===== config.mk =====
export PLATFORM = sky130hd
export DESIGN_NAME = tmi_timer_io_irq
export DESIGN_NICKNAME = d
export VERILOG_FILES = /design/src/hw/tmi_pkg.sv /design/src/hw/tmi_timer_io_irq.sv
export SDC_FILE = /design/constraint.sdc
export NUM_CORES = 1
export LEC_CHECK = 0
export ABC_AREA = 1
export BUFFER_PORTS_ARGS = -buffer_cell sky130_fd_sc_hd__buf_2
export CAP_MARGIN = 40
export CORE_MARGIN = 2
export CORE_UTILIZATION = 55
export DETAILED_ROUTE_END_ITERATION = 8
export PLACE_DENSITY = 0.89
export SYNTH_ARGS = -nofsm -noshare
export SYNTH_HDL_FRONTEND = slang
export SYNTH_SLANG_ARGS = --single-unit

===== constraint.sdc =====
create_clock -name clk -period 1.7 [get_ports clk]
set_input_delay 0.17 -clock clk [delete_from_list [all_inputs] [get_ports clk]]
set_output_delay 0.17 -clock clk [all_outputs]
set_load 0.01 [all_outputs]

===== src/hw/tmi_pkg.sv =====
/*
 * Constants and types for the timer pin control and interrupt enable block.
 * Assumes a byte-wide register map reached over a plain strobe port.
 */
package tmi_pkg;

    // ------------------------------------------------------------
    // Register map
    // ------------------------------------------------------------
    localparam logic [3:0] ADDR_IO_CTL = 4'h0;
    localparam logic [3:0] ADDR_IER0 = 4'h1;
    localparam logic [3:0] ADDR_IER1 = 4'h2;
    localparam logic [3:0] ADDR_IER2 = 4'h3;
    localparam logic [3:0] ADDR_STAT0 = 4'h4;
    localparam logic [3:0] ADDR_STAT1 = 4'h5;
    localparam logic [3:0] ADDR_STAT2 = 4'h6;
    localparam logic [3:0] ADDR_REGA2 = 4'h7;

    // ------------------------------------------------------------
    // Reset values and field layout
    // ------------------------------------------------------------
    localparam logic [7:0] IER_RESET = 8'h40;
    localparam logic [7:0] IO_CTL_RESET = 8'h00;
    localparam logic [7:0] IER_ONE_BITS = 8'h40;
    localparam logic [7:0] IER_WMASK_CH0 = 8'h1F;
    localparam logic [7:0] IER_WMASK_CH12 = 8'h33;
    localparam logic [5:0] FLAG_MASK_CH0 = 6'h1F;
    localparam logic [5:0] FLAG_MASK_CH12 = 6'h33;
    localparam logic [1:0] STAT_FIXED = 2'h3;
    localparam int IO_MODE_BIT = 3;
    localparam int IO_INIT_BIT = 2;
    localparam int FLAG_UF = 5;
    localparam int FLAG_OV = 4;
    localparam int FLAG_A = 0;
    localparam logic [1:0] OC_LOW = 2'h1;
    localparam logic [1:0] OC_HIGH = 2'h2;
    localparam logic [1:0] OC_TOGGLE = 2'h3;
    localparam int NUM_CH = 3;

    // ------------------------------------------------------------
    // Types
    // ------------------------------------------------------------
    typedef struct packed {
        logic underflow;
        logic overflow;
        logic regD;
        logic regC;
        logic regB;
        logic regA;
    } tmi_irq_t;

    typedef enum logic [2:0] {
        PIN_OFF = 3'b001,
        PIN_DRIVE = 3'b010,
        PIN_CAPTURE = 3'b100
    } tmi_pin_mode_t;

endpackage


===== src/hw/tmi_timer_io_irq.sv =====
/*
 * Channel 2 pin A compare/capture control, per-channel interrupt enables,
 * status flags and interrupt request gating of a three-channel timer.
 * Assumes the counters, prescalers and other compare units live outside and
 * deliver counter values, count direction and one-cycle match strobes.
 */
`timescale 1ns/1ps
`default_nettype none

// Functional notes
// - Compare match drives pin low in mode 01
// - Compare match drives pin high in mode 10
// - Compare match toggles pin in mode 11
// - Capture mode 00 latches counter on rising
// - Capture mode 01 latches counter on falling
// - Capture mode 1x latches on both edges
// - Enable registers eight bits, reset 0x40
// - Enable bit 7 reads zero; write zero
// - Enable bit 6 reads one; write zero
// - Channels 1,2 bit 5 gates underflow request
// - Channel 0 bit 5 reads zero, unwritable
// - Bit 4 gates overflow request everywhere
// - Channel 0 bit 3 gates register D request
// - Channel 0 bit 2 gates register C request
// - Channels 1,2 bits 3,2 read zero, unwritable
// - Bit 1 gates register B request everywhere
// - Bit 0 gates register A request everywhere
// - Overflow flag set on wrap to zero
// - Underflow flag set on wrap in phase mode
// - Flags cleared by zero after reading one
module tmi_timer_io_irq #(
    parameter int CNT_W = 16,
    parameter int DATA_W = 16
) (
    input wire logic clk,
    input wire logic rst_n,
    input wire logic [3:0] regAddr,
    input wire logic [DATA_W-1:0] regWrData,
    input wire logic regWrEn,
    input wire logic regRdEn,
    output logic [DATA_W-1:0] regRdData,
    input wire logic [CNT_W-1:0] cntCh0,
    input wire logic [CNT_W-1:0] cntCh1,
    input wire logic [CNT_W-1:0] cntCh2,
    input wire logic [2:0] phaseMode,
    input wire logic [2:0] countUp,
    input wire logic [3:0] matchCh0,
    input wire logic [3:0] matchCh1,
    input wire logic [3:0] matchCh2,
    input wire logic chan2PinAIn,
    output logic chan2PinAOut,
    output logic chan2PinAOe,
    output tmi_pkg::tmi_irq_t irqCh0,
    output tmi_pkg::tmi_irq_t irqCh1,
    output tmi_pkg::tmi_irq_t irqCh2
);

    // ------------------------------------------------------------
    // Parameter check
    // ------------------------------------------------------------
    if (CNT_W > DATA_W || DATA_W < 8)
    begin : gParamCheck
        $error("Counter must fit the data path, data at least a byte");
    end

    // ------------------------------------------------------------
    // Helpers
    // ------------------------------------------------------------
    function automatic logic wrapUp(input logic [CNT_W-1:0] prv,
                                    input logic [CNT_W-1:0] cur);
        wrapUp = (&prv) && (cur == '0);
    endfunction

    function automatic logic wrapDown(input logic [CNT_W-1:0] prv,
                                      input logic [CNT_W-1:0] cur);
        wrapDown = (prv == '0) && (&cur);
    endfunction

    function automatic logic [7:0] statByte(input logic [5:0] flg,
                                            input logic dirBit);
        statByte = {dirBit, 1'b1, flg};
    endfunction

    // ------------------------------------------------------------
    // Storage
    // ------------------------------------------------------------
    logic [7:0] ioCtl_ff;
    logic [7:0] ierCh_ff [tmi_pkg::NUM_CH];
    logic [5:0] flags_ff [tmi_pkg::NUM_CH];
    logic [5:0] armed_ff [tmi_pkg::NUM_CH];
    logic [CNT_W-1:0] prevCnt_ff [tmi_pkg::NUM_CH];
    logic [CNT_W-1:0] regA2_ff;
    logic [CNT_W-1:0] nxt_regA2;
    logic pinIn_ff;
    logic pinOut_ff;
    logic nxt_pinOut;
    logic [DATA_W-1:0] rdData_ff;
    logic [DATA_W-1:0] nxt_rdData;

    logic [CNT_W-1:0] cnt [tmi_pkg::NUM_CH];
    logic [3:0] match [tmi_pkg::NUM_CH];
    logic [5:0] flagMask [tmi_pkg::NUM_CH];
    logic [5:0] setEv [tmi_pkg::NUM_CH];
    logic [5:0] ierEn [tmi_pkg::NUM_CH];
    tmi_pkg::tmi_pin_mode_t pinMode;
    logic cmpMatch2;
    logic riseEv;
    logic fallEv;
    logic capEv;

    assign cnt[0] = cntCh0;
    assign cnt[1] = cntCh1;
    assign cnt[2] = cntCh2;
    assign match[0] = matchCh0;
    assign match[1] = matchCh1;
    assign match[2] = matchCh2;
    assign flagMask[0] = tmi_pkg::FLAG_MASK_CH0;
    assign flagMask[1] = tmi_pkg::FLAG_MASK_CH12;
    assign flagMask[2] = tmi_pkg::FLAG_MASK_CH12;

    // ------------------------------------------------------------
    // Channel 2 pin A mode decode
    // ------------------------------------------------------------
    always_comb
    begin
        if (ioCtl_ff[tmi_pkg::IO_MODE_BIT])
            pinMode = tmi_pkg::PIN_CAPTURE;
        else if (ioCtl_ff[1:0] != 2'h0)
            pinMode = tmi_pkg::PIN_DRIVE;
        else
            pinMode = tmi_pkg::PIN_OFF;
    end

    // Match only on the step into equality, so a stopped counter fires once
    assign cmpMatch2 = (cntCh2 == regA2_ff) && (cntCh2 != prevCnt_ff[2]);
    assign riseEv = chan2PinAIn && !pinIn_ff;
    assign fallEv = !chan2PinAIn && pinIn_ff;

    always_comb
    begin
        if (ioCtl_ff[1])
            capEv = riseEv || fallEv;
        else if (ioCtl_ff[0])
            capEv = fallEv;
        else
            capEv = riseEv;
    end

    always_ff @(posedge clk)
    begin
        if (!rst_n)
            pinIn_ff <= 1'b0;
        else
            pinIn_ff <= chan2PinAIn;
    end

    // ------------------------------------------------------------
    // Pin output level
    // ------------------------------------------------------------
    always_comb
    begin
        nxt_pinOut = pinOut_ff;
        if (regWrEn && regAddr == tmi_pkg::ADDR_IO_CTL)
            nxt_pinOut = regWrData[tmi_pkg::IO_INIT_BIT];
        else if (pinMode == tmi_pkg::PIN_DRIVE && cmpMatch2)
        begin
            case (ioCtl_ff[1:0])
                tmi_pkg::OC_LOW: nxt_pinOut = 1'b0;
                tmi_pkg::OC_HIGH: nxt_pinOut = 1'b1;
                tmi_pkg::OC_TOGGLE: nxt_pinOut = !pinOut_ff;
                default: nxt_pinOut = pinOut_ff;
            endcase
        end
    end

    always_ff @(posedge clk)
    begin
        if (!rst_n)
            pinOut_ff <= 1'b0;
        else
            pinOut_ff <= nxt_pinOut;
    end

    assign chan2PinAOut = pinOut_ff;
    assign chan2PinAOe = (pinMode == tmi_pkg::PIN_DRIVE);

    // ------------------------------------------------------------
    // I/O control and general register A
    // ------------------------------------------------------------
    always_ff @(posedge clk)
    begin
        if (!rst_n)
            ioCtl_ff <= tmi_pkg::IO_CTL_RESET;
        else if (regWrEn && regAddr == tmi_pkg::ADDR_IO_CTL)
            ioCtl_ff <= regWrData[7:0];
    end

    always_comb
    begin
        nxt_regA2 = regA2_ff;
        if (pinMode == tmi_pkg::PIN_CAPTURE && capEv)
            nxt_regA2 = cntCh2;
        else if (regWrEn && regAddr == tmi_pkg::ADDR_REGA2)
            nxt_regA2 = regWrData[CNT_W-1:0];
    end

    always_ff @(posedge clk)
    begin
        if (!rst_n)
            regA2_ff <= '1;
        else
            regA2_ff <= nxt_regA2;
    end

    // ------------------------------------------------------------
    // Enable registers, flags and requests per channel
    // ------------------------------------------------------------
    for (genvar ch = 0; ch < tmi_pkg::NUM_CH; ch++)
    begin : gCh
        logic [3:0] statAddr;
        logic [3:0] ierAddr;
        logic [7:0] wMask;
        logic [5:0] clrBits;
        logic regAEv;

        assign statAddr = tmi_pkg::ADDR_STAT0 + 4'(ch);
        assign ierAddr = tmi_pkg::ADDR_IER0 + 4'(ch);
        assign wMask = (ch == 0) ? tmi_pkg::IER_WMASK_CH0 : tmi_pkg::IER_WMASK_CH12;
        assign regAEv = (ch == 2) ?
            ((pinMode == tmi_pkg::PIN_CAPTURE) ? capEv : cmpMatch2) : match[ch][0];

        // Reserved bits never store, bit 6 is added on read
        always_ff @(posedge clk)
        begin
            if (!rst_n)
                ierCh_ff[ch] <= tmi_pkg::IER_RESET & wMask;
            else if (regWrEn && regAddr == ierAddr)
                ierCh_ff[ch] <= regWrData[7:0] & wMask;
        end

        always_ff @(posedge clk)
        begin
            if (!rst_n)
                prevCnt_ff[ch] <= '0;
            else
                prevCnt_ff[ch] <= cnt[ch];
        end

        always_comb
        begin
            setEv[ch] = {phaseMode[ch] && wrapDown(prevCnt_ff[ch], cnt[ch]),
                         wrapUp(prevCnt_ff[ch], cnt[ch]),
                         match[ch][3:1], regAEv} & flagMask[ch];
        end

        // Clear needs a prior read of one; a set in the same cycle wins
        assign clrBits = (regWrEn && regAddr == statAddr) ?
            (armed_ff[ch] & ~regWrData[5:0]) : 6'h00;

        always_ff @(posedge clk)
        begin
            if (!rst_n)
                flags_ff[ch] <= 6'h00;
            else
                flags_ff[ch] <= (flags_ff[ch] & ~clrBits) | setEv[ch];
        end

        always_ff @(posedge clk)
        begin
            if (!rst_n)
                armed_ff[ch] <= 6'h00;
            else if (regWrEn && regAddr == statAddr)
                armed_ff[ch] <= 6'h00;
            else if (regRdEn && regAddr == statAddr)
                armed_ff[ch] <= flags_ff[ch];
        end

        assign ierEn[ch] = ierCh_ff[ch][5:0];
    end

    // Bits 5..0 line up with the request struct
    assign irqCh0 = flags_ff[0] & ierEn[0];
    assign irqCh1 = flags_ff[1] & ierEn[1];
    assign irqCh2 = flags_ff[2] & ierEn[2];

    // ------------------------------------------------------------
    // Read port
    // ------------------------------------------------------------
    always_comb
    begin
        nxt_rdData = '0;
        if (regRdEn)
        begin
            case (regAddr)
                tmi_pkg::ADDR_IO_CTL: nxt_rdData[7:0] = ioCtl_ff;
                tmi_pkg::ADDR_IER0: nxt_rdData[7:0] = ierCh_ff[0] | tmi_pkg::IER_ONE_BITS;
                tmi_pkg::ADDR_IER1: nxt_rdData[7:0] = ierCh_ff[1] | tmi_pkg::IER_ONE_BITS;
                tmi_pkg::ADDR_IER2: nxt_rdData[7:0] = ierCh_ff[2] | tmi_pkg::IER_ONE_BITS;
                tmi_pkg::ADDR_STAT0: nxt_rdData[7:0] = statByte(flags_ff[0], 1'b1);
                tmi_pkg::ADDR_STAT1: nxt_rdData[7:0] = statByte(flags_ff[1], countUp[1]);
                tmi_pkg::ADDR_STAT2: nxt_rdData[7:0] = statByte(flags_ff[2], countUp[2]);
                tmi_pkg::ADDR_REGA2: nxt_rdData[CNT_W-1:0] = regA2_ff;
                default: nxt_rdData = '0;
            endcase
        end
    end

    always_ff @(posedge clk)
    begin
        if (!rst_n)
            rdData_ff <= '0;
        else
            rdData_ff <= nxt_rdData;
    end

    assign regRdData = rdData_ff;
endmodule

`default_nettype wire


==> flow_summary.yaml, run 1 <==
outcome:
  status: "finished clean"
min_path:
  holdPathEnd: "regRdData[7]"
  holdPathStages: 3
  min-delay-start: "countUp[2]"
  hold_path.class: "primary input to flop"
synthesis:
  synthDominantCellAreaShare_pct: 35.1
  yosysUniqueCellTypes: 38
  synth_top_cell_by_area: "dfxtp_1"
  syn_inst: 816
  synthArstFlopShare_pct: 0
  syn_avg_cell_area_um2: 7.56
  synth-edff-count: 31
  ys_seq_area_share_pct: 50.2
  synth.area.top_cells: "dfxtp_1 (35%), edfxtp_1 (15%), nand2_1 (14%)"
  ys_dominant_reg_cell: "dfxtp_1"
  synth-seq-cells: 139
  yosysMostFrequentCell: "nand2_1"
  syn-cell-area_mm2: 0.00617
  yosysWarnings: 0
  synth_common_cells: "nand2_1 (229), inv_1 (128), dfxtp_1 (108)"
timing:
  rsz0062_at_grt: "false"
  finalCritPeriodShare_pct: 96.2
  clock.fmax_ghz: 0.612
  setup_viol: 0
  skew_ps: 7.96
  setup_tns_ps: 0
  finalHoldViolations: 0
  final-max-slew-violation-count: 0
  finalCriticalPeriod_ps: 1640
floorplanning:
  rows: 38
  io-pin-count: 127
  initial_core_util_pct: 56.6
  core-area_mm2: 0.0109
  die_width_um: 110
  die_h_um: 110
  dieArea_mm2: 0.0121
drt:
  routed_wl_um: 18400
  route.detailed.drc: 0
  wl_per_cell_um: 15.8
  vias: 6321
  ant_nets: 0
  drt_pass1_iterations: 6
  drt_iter0_drc: 519
  vias_per_cell: 5.42
clock_tree:
  insertion_delay_ps: 530
  cts.htree.levels: 4
  cts_tree: "done"
  post-cts-setup-buffers: 0
  clockBufferDepth: 2
  cts_root_buf: "clkbuf_8"
  cts_buffers: 17
  clock_sinks: 139
  clk_pin_slew_worst_paths_ps: 60
placement:
  place.gp.congestion: 1.02
  port_buffers: 114
  dpl.hpwl_um: 11700
setup_path:
  end_kind: "output port"
  ff2ff_setup_slack_ps: 120
  cp.buffers_inverters: 2
  startpoint_type: "flop"
  critical-path-max-stage-delay_ps: 370
  required_ps: 1530
  crit_type: "flop to output port"
  ff2ff_path_depth: 8
  cpMaxStageDelayCell: "dfxtp_2"
  worstPathMaxFanout: 4
  r2r_end: "regA2_ff[10]"
  crit_arrival_ps: 1470
  critPathTopFamily: "flip-flops"
  path_cells: "inv_1 -> ha_1 -> nor2_2 -> buf_2"
  r2r_start: "pinIn_ff"
power:
  power_per_cell_area_mw_per_mm2: 994
  p_leak_nw: 4.21
  power_mw: 8.22
  ir_drop_uv: 1310
global_routing:
  grt_pass1_wl_um: 28700
  antenna_found_initial: 0
  overflow: 0
  grt_max_degree: 41
  global_route.usage.total_pct: 31.7
  grt_pass1_vias: 6233
final_layout:
  drive_gt1_share_pct: 18.8
  layout.nets: 1110
  area_delta_synth_final_pct: 34.1
  antenna_cells: 0
flow_run:
  cap_violations: 0
## what timing repair did
action | 4_1_cts | 5_1_grt
gates resized for setup | 1 | 1
setup endpoints to repair | 1 | 1
endpoints found under the hold margin | 80 | 0
hold buffers | 72 | 0
## sequential cells by signal, summed over array words and instances, names as in the netlist
signal / flops
ierCh_ff: 13
flags_ff: 18
regRdData: 16
ioCtl_ff: 8
pinIn_ff: 1
armed_ff: 18
regA2_ff: 16
chan2PinAOut: 1
prevCnt_ff: 48
## routing by layer
metal	share of wire (%)	vias to the layer above	track usage [%]
met5	0	-	0
met4	4.7	0	17.2
met3	7.9	90	6.94
met2	50	353	57.7
met1	37	2905	33.9
li1	-	2973	-
## worst register-to-register path, cell delays in order (launching register included)
cell     delay, ps
dfxtp_1        310
ha_1           280
a21oi_2        150
nand2_2        150
buf_12         190
nand2_1         50
o21ai_0        100
a21oi_1        150
o21ai_1         90
## final cells by class
type	count	area [µm²]
multi-input cells	512	2410
well taps	140	175
clock inverters	8	101
repair buffers	199	1410
inverters	145	547
flip-flops and latches	139	3090
fillers	714	2620
clock buffers	24	523
## cell usage in the layout (no fill, tap or decap), types with 3 or more instances in the layout
master / synthesis / final
xnor2_1: 10 / 10
ha_1: 5 / 5
nand2_1: 229 / 229
o21ai_0: 47 / 47
nand2_2: 4 / 4
clkbuf_8: 0 / 5
nor4_1: 20 / 20
nor2_1: 67 / 66
dfxtp_1: 108 / 107
buf_4: 6 / 11
dlygate4sd3_1: 0 / 72
inv_2: 16 / 16
a31oi_1: 4 / 4
edfxtp_1: 31 / 31
nor2_4: 3 / 3
clkbuf_16: 0 / 18
conb_1: 1 / 5
nand2_4: 3 / 3
o21ai_1: 13 / 13
nand3_1: 21 / 21
inv_1: 128 / 128
nor2_2: 3 / 4
nand4_1: 25 / 25
buf_2: 7 / 114
nor3_1: 6 / 6
a21oi_1: 34 / 34
## power breakdown
part / internal [mW] / switching, mW
clock network: 2.42 / 1.41
registers: 3.51 / 0.0798
logic: 0.342 / 0.446
## cell families after synthesis
family / after synthesis / synth area share [%]
buffers and inverters: 169 / 11.0
AOI/OAI and AO/OA: 107 / 9.27
adders and majority gates: 5 / 1.01
DFF: 139 / 50.2
other: 1 / 0.0608
xor gates and xnor gates: 10 / 1.42
and+or+nand+nor: 385 / 27.1
## through the flow
stage	hold slack [ps]	instances	utilization [%]	instance area, µm²	setup slack, ps
floorplan	263	820	-	6180	322
global placement	368	1063	63.5	6920	199
detailed placement	371	1063	63.5	6920	163
CTS	0.0895	1167	75.9	8260	30.1
global route	35.2	1167	75.9	8270	21.4
finish	26.4	1167	75.9	8270	64.8
## how the worst max path moves through the flow
| stage | from | endpoint | slack, ps | cells after the start |
|---|---|---|---|---|
| global placement | chan2PinAIn | regA2_ff[14] | 200 | 10 |
| global route | chan2PinAIn | regA2_ff[10] | 20 | 11 |
| detailed placement | chan2PinAIn | regA2_ff[9] | 160 | 10 |
| finish | ioCtl_ff[1] | chan2PinAOe | 60 | 4 |
| floorplan | pinIn_ff | regA2_ff[12] | 320 | 8 |
| CTS | ioCtl_ff[1] | chan2PinAOe | 30 | 4 |
Note: power is estimated with default switching activity, not from simulation.
==> run 2, diff against run 1 <==
--- a/config.mk
+++ b/config.mk
@@ -8,6 +8,7 @@
 export ABC_AREA = 1
 export BUFFER_PORTS_ARGS = -buffer_cell sky130_fd_sc_hd__buf_2
 export CAP_MARGIN = 40
+export CORE_ASPECT_RATIO = 0.7
 export CORE_MARGIN = 2
 export CORE_UTILIZATION = 55
 export DETAILED_ROUTE_END_ITERATION = 8
==> run 2 against run 1 <==
Global-route usage decreased by 1.7 points. Die area increased by 0.11%. Core utilization decreased by 3.1 points. Cell count decreased by 1.1%. Largest power group unchanged. Critical path type is now flop to flop. Combinational power decreased by 5.5%. Sequential cell count unchanged. Clock-buffer cell count decreased by 7.
==> flow_summary.yaml, run 2 (synthesized netlist as in run 1, its figures left out) <==
outcome:
  status: "finished clean"
placement:
  place.gp.congestion: 0.970
  port_buffers: 114
  dpl.hpwl_um: 11500
setup_path:
  worstPathMaxFanout: 18
  path_cells: "ha_1 -> a21oi_2 -> nand2_2 -> buf_6 -> nand2_1 -> o21ai_0 -> a21oi_1 -> o21ai_1"
  end_kind: "flop"
  crit_type: "flop to flop"
  critPathTopFamily: "compound AO/OA/AOI/OAI gates"
  cpMaxStageDelayCell: "dfxtp_1"
  critical-path-max-stage-delay_ps: 310
  cp.buffers_inverters: 1
  required_ps: 2010
  startpoint_type: "flop"
  crit_arrival_ps: 1980
drt:
  wl_per_cell_um: 15.4
  vias_per_cell: 5.30
  ant_nets: 0
  routed_wl_um: 17800
  drt_pass1_iterations: 6
  route.detailed.drc: 0
  drt_iter0_drc: 779
  vias: 6120
final_layout:
  top_regs: "prevCnt_ff (48), armed_ff (18), flags_ff (18)"
  final_common_cell: "nand2_1"
  largest-register: "prevCnt_ff"
  antenna_cells: 0
  layout_common_cells: "nand2_1 (229), inv_1 (128), buf_2 (114), dfxtp_1 (108), nor2_1 (67)"
  drive_gt1_share_pct: 19.2
  largest_reg_flops: 48
  area_delta_synth_final_pct: 29.5
  layout.nets: 1084
  fillerInstances: 805
floorplanning:
  rows: 32
  io-pin-count: 127
  die_h_um: 92.6
  die_width_um: 131
  dieArea_mm2: 0.0121
  core-area_mm2: 0.0110
  initial_core_util_pct: 56.2
power:
  swShare_pct: 25.2
  power_per_cell_area_mw_per_mm2: 1000
  p_leak_nw: 4.08
  power_mw: 8.02
  p_sw_mw: 2.02
  combPwrFrac_pct: 9.3
  ir_drop_uv: 802
  pwr-share-seq_pct: 44.6
  p_int_mw: 6.00
  clockPowerShare_pct: 46.1
global_routing:
  grt_pass1_wl_um: 27600
  grt_max_degree: 46
  global_route.usage.total_pct: 30.1
  grt_pass1_vias: 5844
  antenna_found_initial: 0
  overflow: 0
clock_tree:
  post-cts-setup-buffers: 0
  clock_sinks: 139
  insertion_delay_ps: 430
  clockBufferDepth: 2
  clk_pin_slew_worst_paths_ps: 70
  cts_root_buf: "clkbuf_16"
  cts_tree: "done"
  cts_buffers: 17
  cts.htree.levels: 4
timing:
  finalCritPeriodShare_pct: 98.2
  setup_viol: 0
  finalCriticalPeriod_ps: 1670
  rsz0062_at_grt: "true"
  finalHoldViolations: 0
  skew_ps: 12.5
  final-max-slew-violation-count: 0
  clock.fmax_ghz: 0.599
  hold_slack_ps: 9.14
flow_run:
  cap_violations: 0
min_path:
  hold_path.class: "primary input to flop"
==> run 2: power groups by stage <==
stage,sequential [mW],clock (mW),combinational (mW)
final,3.58,3.70,0.744
after global routing,3.59,3.86,0.817
after CTS,3.58,3.70,0.718
after detailed placement,3.65,0,0.627
after global placement,3.64,0,0.610
after floorplan,3.63,0,0.363
==> run 2: final timing paths <==
| kind | start | end | slack (ps) | cells after the start |
|---|---|---|---|---|
| max | pinIn_ff | regA2_ff[15] | 30 | 8 |
| min | cntCh2[4] | prevCnt_ff[2][4] | 9 | 3 |
| max reg2reg | pinIn_ff | regA2_ff[15] | 30 | 8 |
| min reg2reg | armed_ff[2][3] | flags_ff[2][3] | 440 | 1 |
==> run 2: layout make-up <==
| cell class | instances | area, µm² | share of cell area, % |
|---|---|---|---|
| Inverter | 145 | 547 | 6.85 |
| Timing Repair Buffer | 173 | 1160 | 14.5 |
| Sequential cell | 139 | 3090 | 38.7 |
| Clock buffer | 17 | 425 | 5.33 |
| Clock inverter | 15 | 163 | 2.04 |
| Tap cell | 153 | 191 | 2.40 |
| Multi-Input combinational cell | 512 | 2410 | 30.2 |
==> run 2: timing repair <==
| item | CTS | global route |
|---|---|---|
| setup endpoints to repair | 0 | 1 |
| endpoints found under the hold margin | 46 | 0 |
| hold buffers | 46 | 0 |
| gates resized for setup | 0 | 1 |
==> run 2: worst register-to-register path, cell delays in order, from the launching register on <==
cell and delay [ps]:
dfxtp_1 310, ha_1 280, a21oi_2 150, nand2_2 120, buf_6 180, nand2_1 60, o21ai_0 100, a21oi_1 250
o21ai_1 110
==> run 2: per-stage QoR <==
step                util [%]  setup slack [ps]  std cells  setup TNS, ps  cell area, µm²
CTS                     72.8               107       1154              0            7980
finish                  72.8              30.1       1154              0            7990
global route            72.8             -4.24       1154          -4.24            7990
global placement        63.2               186       1076              0            6930
floorplan                  -               322        820              0            6180
detailed placement      63.2               142       1076              0            6930
==> run 2: layer usage <==
layer | routed length, µm | part of all wire, % | track usage (%) | vias up
met4 | 371 | 2.1 | 11.7 | 0
li1 | - | - | - | 2935
met1 | 7120 | 40 | 38.5 | 2775
met5 | 0 | 0 | 0 | -
met3 | 2200 | 12 | 8.95 | 43
met2 | 8060 | 45 | 48.0 | 367
==> run 3, diff against run 2 <==
--- a/config.mk
+++ b/config.mk
@@ -12,7 +12,7 @@
 export CORE_MARGIN = 2
 export CORE_UTILIZATION = 55
 export DETAILED_ROUTE_END_ITERATION = 8
-export PLACE_DENSITY = 0.89
+export PLACE_DENSITY = 0.78
 export SYNTH_ARGS = -nofsm -noshare
 export SYNTH_HDL_FRONTEND = slang
 export SYNTH_SLANG_ARGS = --single-unit
==> run 3 against run 2 <==
Cell count up 0.35%. Sequential share of layout area is 1.1 points lower. Design area rose by 2.9%. Register-to-register slack got worse by 20 ps. Core utilization increased by 2.1 points. Sequential power hardly changed. Combinational power grew 3%. Die area is the same. Total power grew 6.9%. Critical path type unchanged. Clock-buffer cell count up 5. Critical endpoint is now regA2_ff[9]. Routed wire length up 0.14%.
==> flow_summary.yaml, run 3 (synthesized netlist as in run 1, its figures left out) <==
final_layout:
  antenna_cells: 0
  multi_input_area_mm2: 0.00244
  final_common_cell: "nand2_1"
  largest-register: "prevCnt_ff"
  regArea_mm2: 0.00309
  largest_reg_flops: 48
  layout_common_cells: "nand2_1 (229), inv_1 (127), buf_2 (113), dfxtp_1 (108), nor2_1 (67)"
  top_regs: "prevCnt_ff (48), armed_ff (18), flags_ff (18)"
  layout.nets: 1088
  instances_no_fill: 1158
  fillerInstances: 830
  drive_gt1_share_pct: 19.8
  area_delta_synth_final_pct: 33.3
timing:
  finalCriticalPeriod_ps: 1690
  setup_viol: 0
  finalCritPeriodShare_pct: 99.3
  final-max-slew-violation-count: 0
  skew_ps: 6.77
  clock.fmax_ghz: 0.592
  finalHoldViolations: 0
global_routing:
  grt_max_degree: 74
  antenna_found_initial: 0
  grt_pass1_vias: 5428
  global_route.usage.total_pct: 29.7
  grt_pass1_wl_um: 27200
  overflow: 0
clock_tree:
  clk_pin_slew_worst_paths_ps: 60
  cts.htree.levels: 4
  insertion_delay_ps: 420
  cts_buffers: 17
  cts_tree: "done"
  cts_root_buf: "clkbuf_16"
  clock_sinks: 139
  clockBufferDepth: 2
min_path:
  min-delay-start: "cntCh2[7]"
  hold_path.class: "primary input to flop"
power:
  power_mw: 8.58
  p_leak_nw: 4.20
  ir_drop_uv: 764
  power_per_cell_area_mw_per_mm2: 1040
setup_path:
  cp.buffers_inverters: 3
  path_common_cell: "nand2_4"
  critPathTopFamily: "simple AND/OR/NAND/NOR gates"
  required_ps: 1990
  critical-path-max-stage-delay_ps: 340
  worstPathMaxFanout: 10
  path_cells: "inv_1 -> ha_1 -> nand2_1 -> nand3_2 -> nand2_4 -> buf_6 -> nand2_4 -> buf_12 -> a21oi_1 -> o21ai_1"
  r2r_start: "pinIn_ff"
  end_kind: "flop"
  crit_arrival_ps: 1980
  startpoint_type: "flop"
  crit_type: "flop to flop"
  startpoint: "pinIn_ff"
  cpMaxStageDelayCell: "dfxtp_1"
drt:
  route.detailed.drc: 0
  ant_nets: 0
  routed_wl_um: 17800
  wl_per_cell_um: 15.4
  vias_per_cell: 5.22
  vias: 6041
  drt_pass1_iterations: 6
  drt_iter0_drc: 711
floorplanning:
  rows: 32
  die_h_um: 92.6
  die_width_um: 131
  io-pin-count: 127
  initial_core_util_pct: 56.2
  dieArea_mm2: 0.0121
  core-area_mm2: 0.0110
placement:
  dpl.hpwl_um: 11300
  dp.cells: 1075
  place.gp.congestion: 0.936
  port_buffers: 114
outcome:
  status: "finished clean"
flow_run:
  cap_violations: 0
## run 3: where the power goes
| group | leakage [nW] | total [mW] | switching [mW] | internal [mW] |
|---|---|---|---|---|
| Clock | 0.335 | 4.23 | 1.41 | 2.82 |
| Sequential | 1.20 | 3.58 | 0.0706 | 3.51 |
| Combinational | 2.67 | 0.763 | 0.446 | 0.317 |
## run 3: worst reg2reg max path: cells and delay by family, from the launching register on
kind                       cells  cell delay, ps
buffers and inverters          3             340
adders and majority gates      1             170
DFF                            1             340
and+or+nand+nor                4             390
AOI/OAI and AO/OA              2             320
## run 3: repair_timing
| item | in CTS | in global routing |
|---|---|---|
| resized for setup | 0 | 16 |
| endpoints found under the setup margin | 0 | 11 |
| hold endpoints to repair | 47 | 0 |
| hold buffers | 47 | 0 |
| buffers inserted | 0 | 2 |
## run 3: layout make-up
cell class	count	share of cell area (%)
clock buffer	22	6.04
inverter	145	6.68
timing repair buffer	177	15.4
tap	153	2.33
clock inverter	10	2.22
multi-input combinational	512	29.7
sequential	139	37.6
## run 3: final timing paths
| check | endpoint | slack [ps] | cells past startpoint |
|---|---|---|---|
| hold / removal | prevCnt_ff[2][7] | 10 | 3 |
| hold reg to reg | flags_ff[2][3] | 440 | 2 |
| setup reg to reg | regA2_ff[9] | 10 | 10 |
| setup / recovery | regA2_ff[9] | 10 | 10 |
## run 3: stage by stage
step           worst slack (ps)  utilization, %  TNS [ps]  area (µm²)  hold WS [ps]
2_1_floorplan               322               -         0        6180           263
3_3_place_gp                192            63.3         0        6940           369
3_5_place_dp                155            63.3         0        6940           370
5_1_grt                   -71.7            74.9     -71.7        8220          19.9
4_1_cts                    41.7            73.7         0        8090          5.18
6_report                   11.6            74.9         0        8220          14.3
## run 3: per-layer routing
metal | GRT usage [%] | wire [µm]
met4 | 10.6 | 384
met3 | 8.15 | 2200
met5 | 0 | 0
met2 | 44.8 | 7750
met1 | 40.9 | 7450
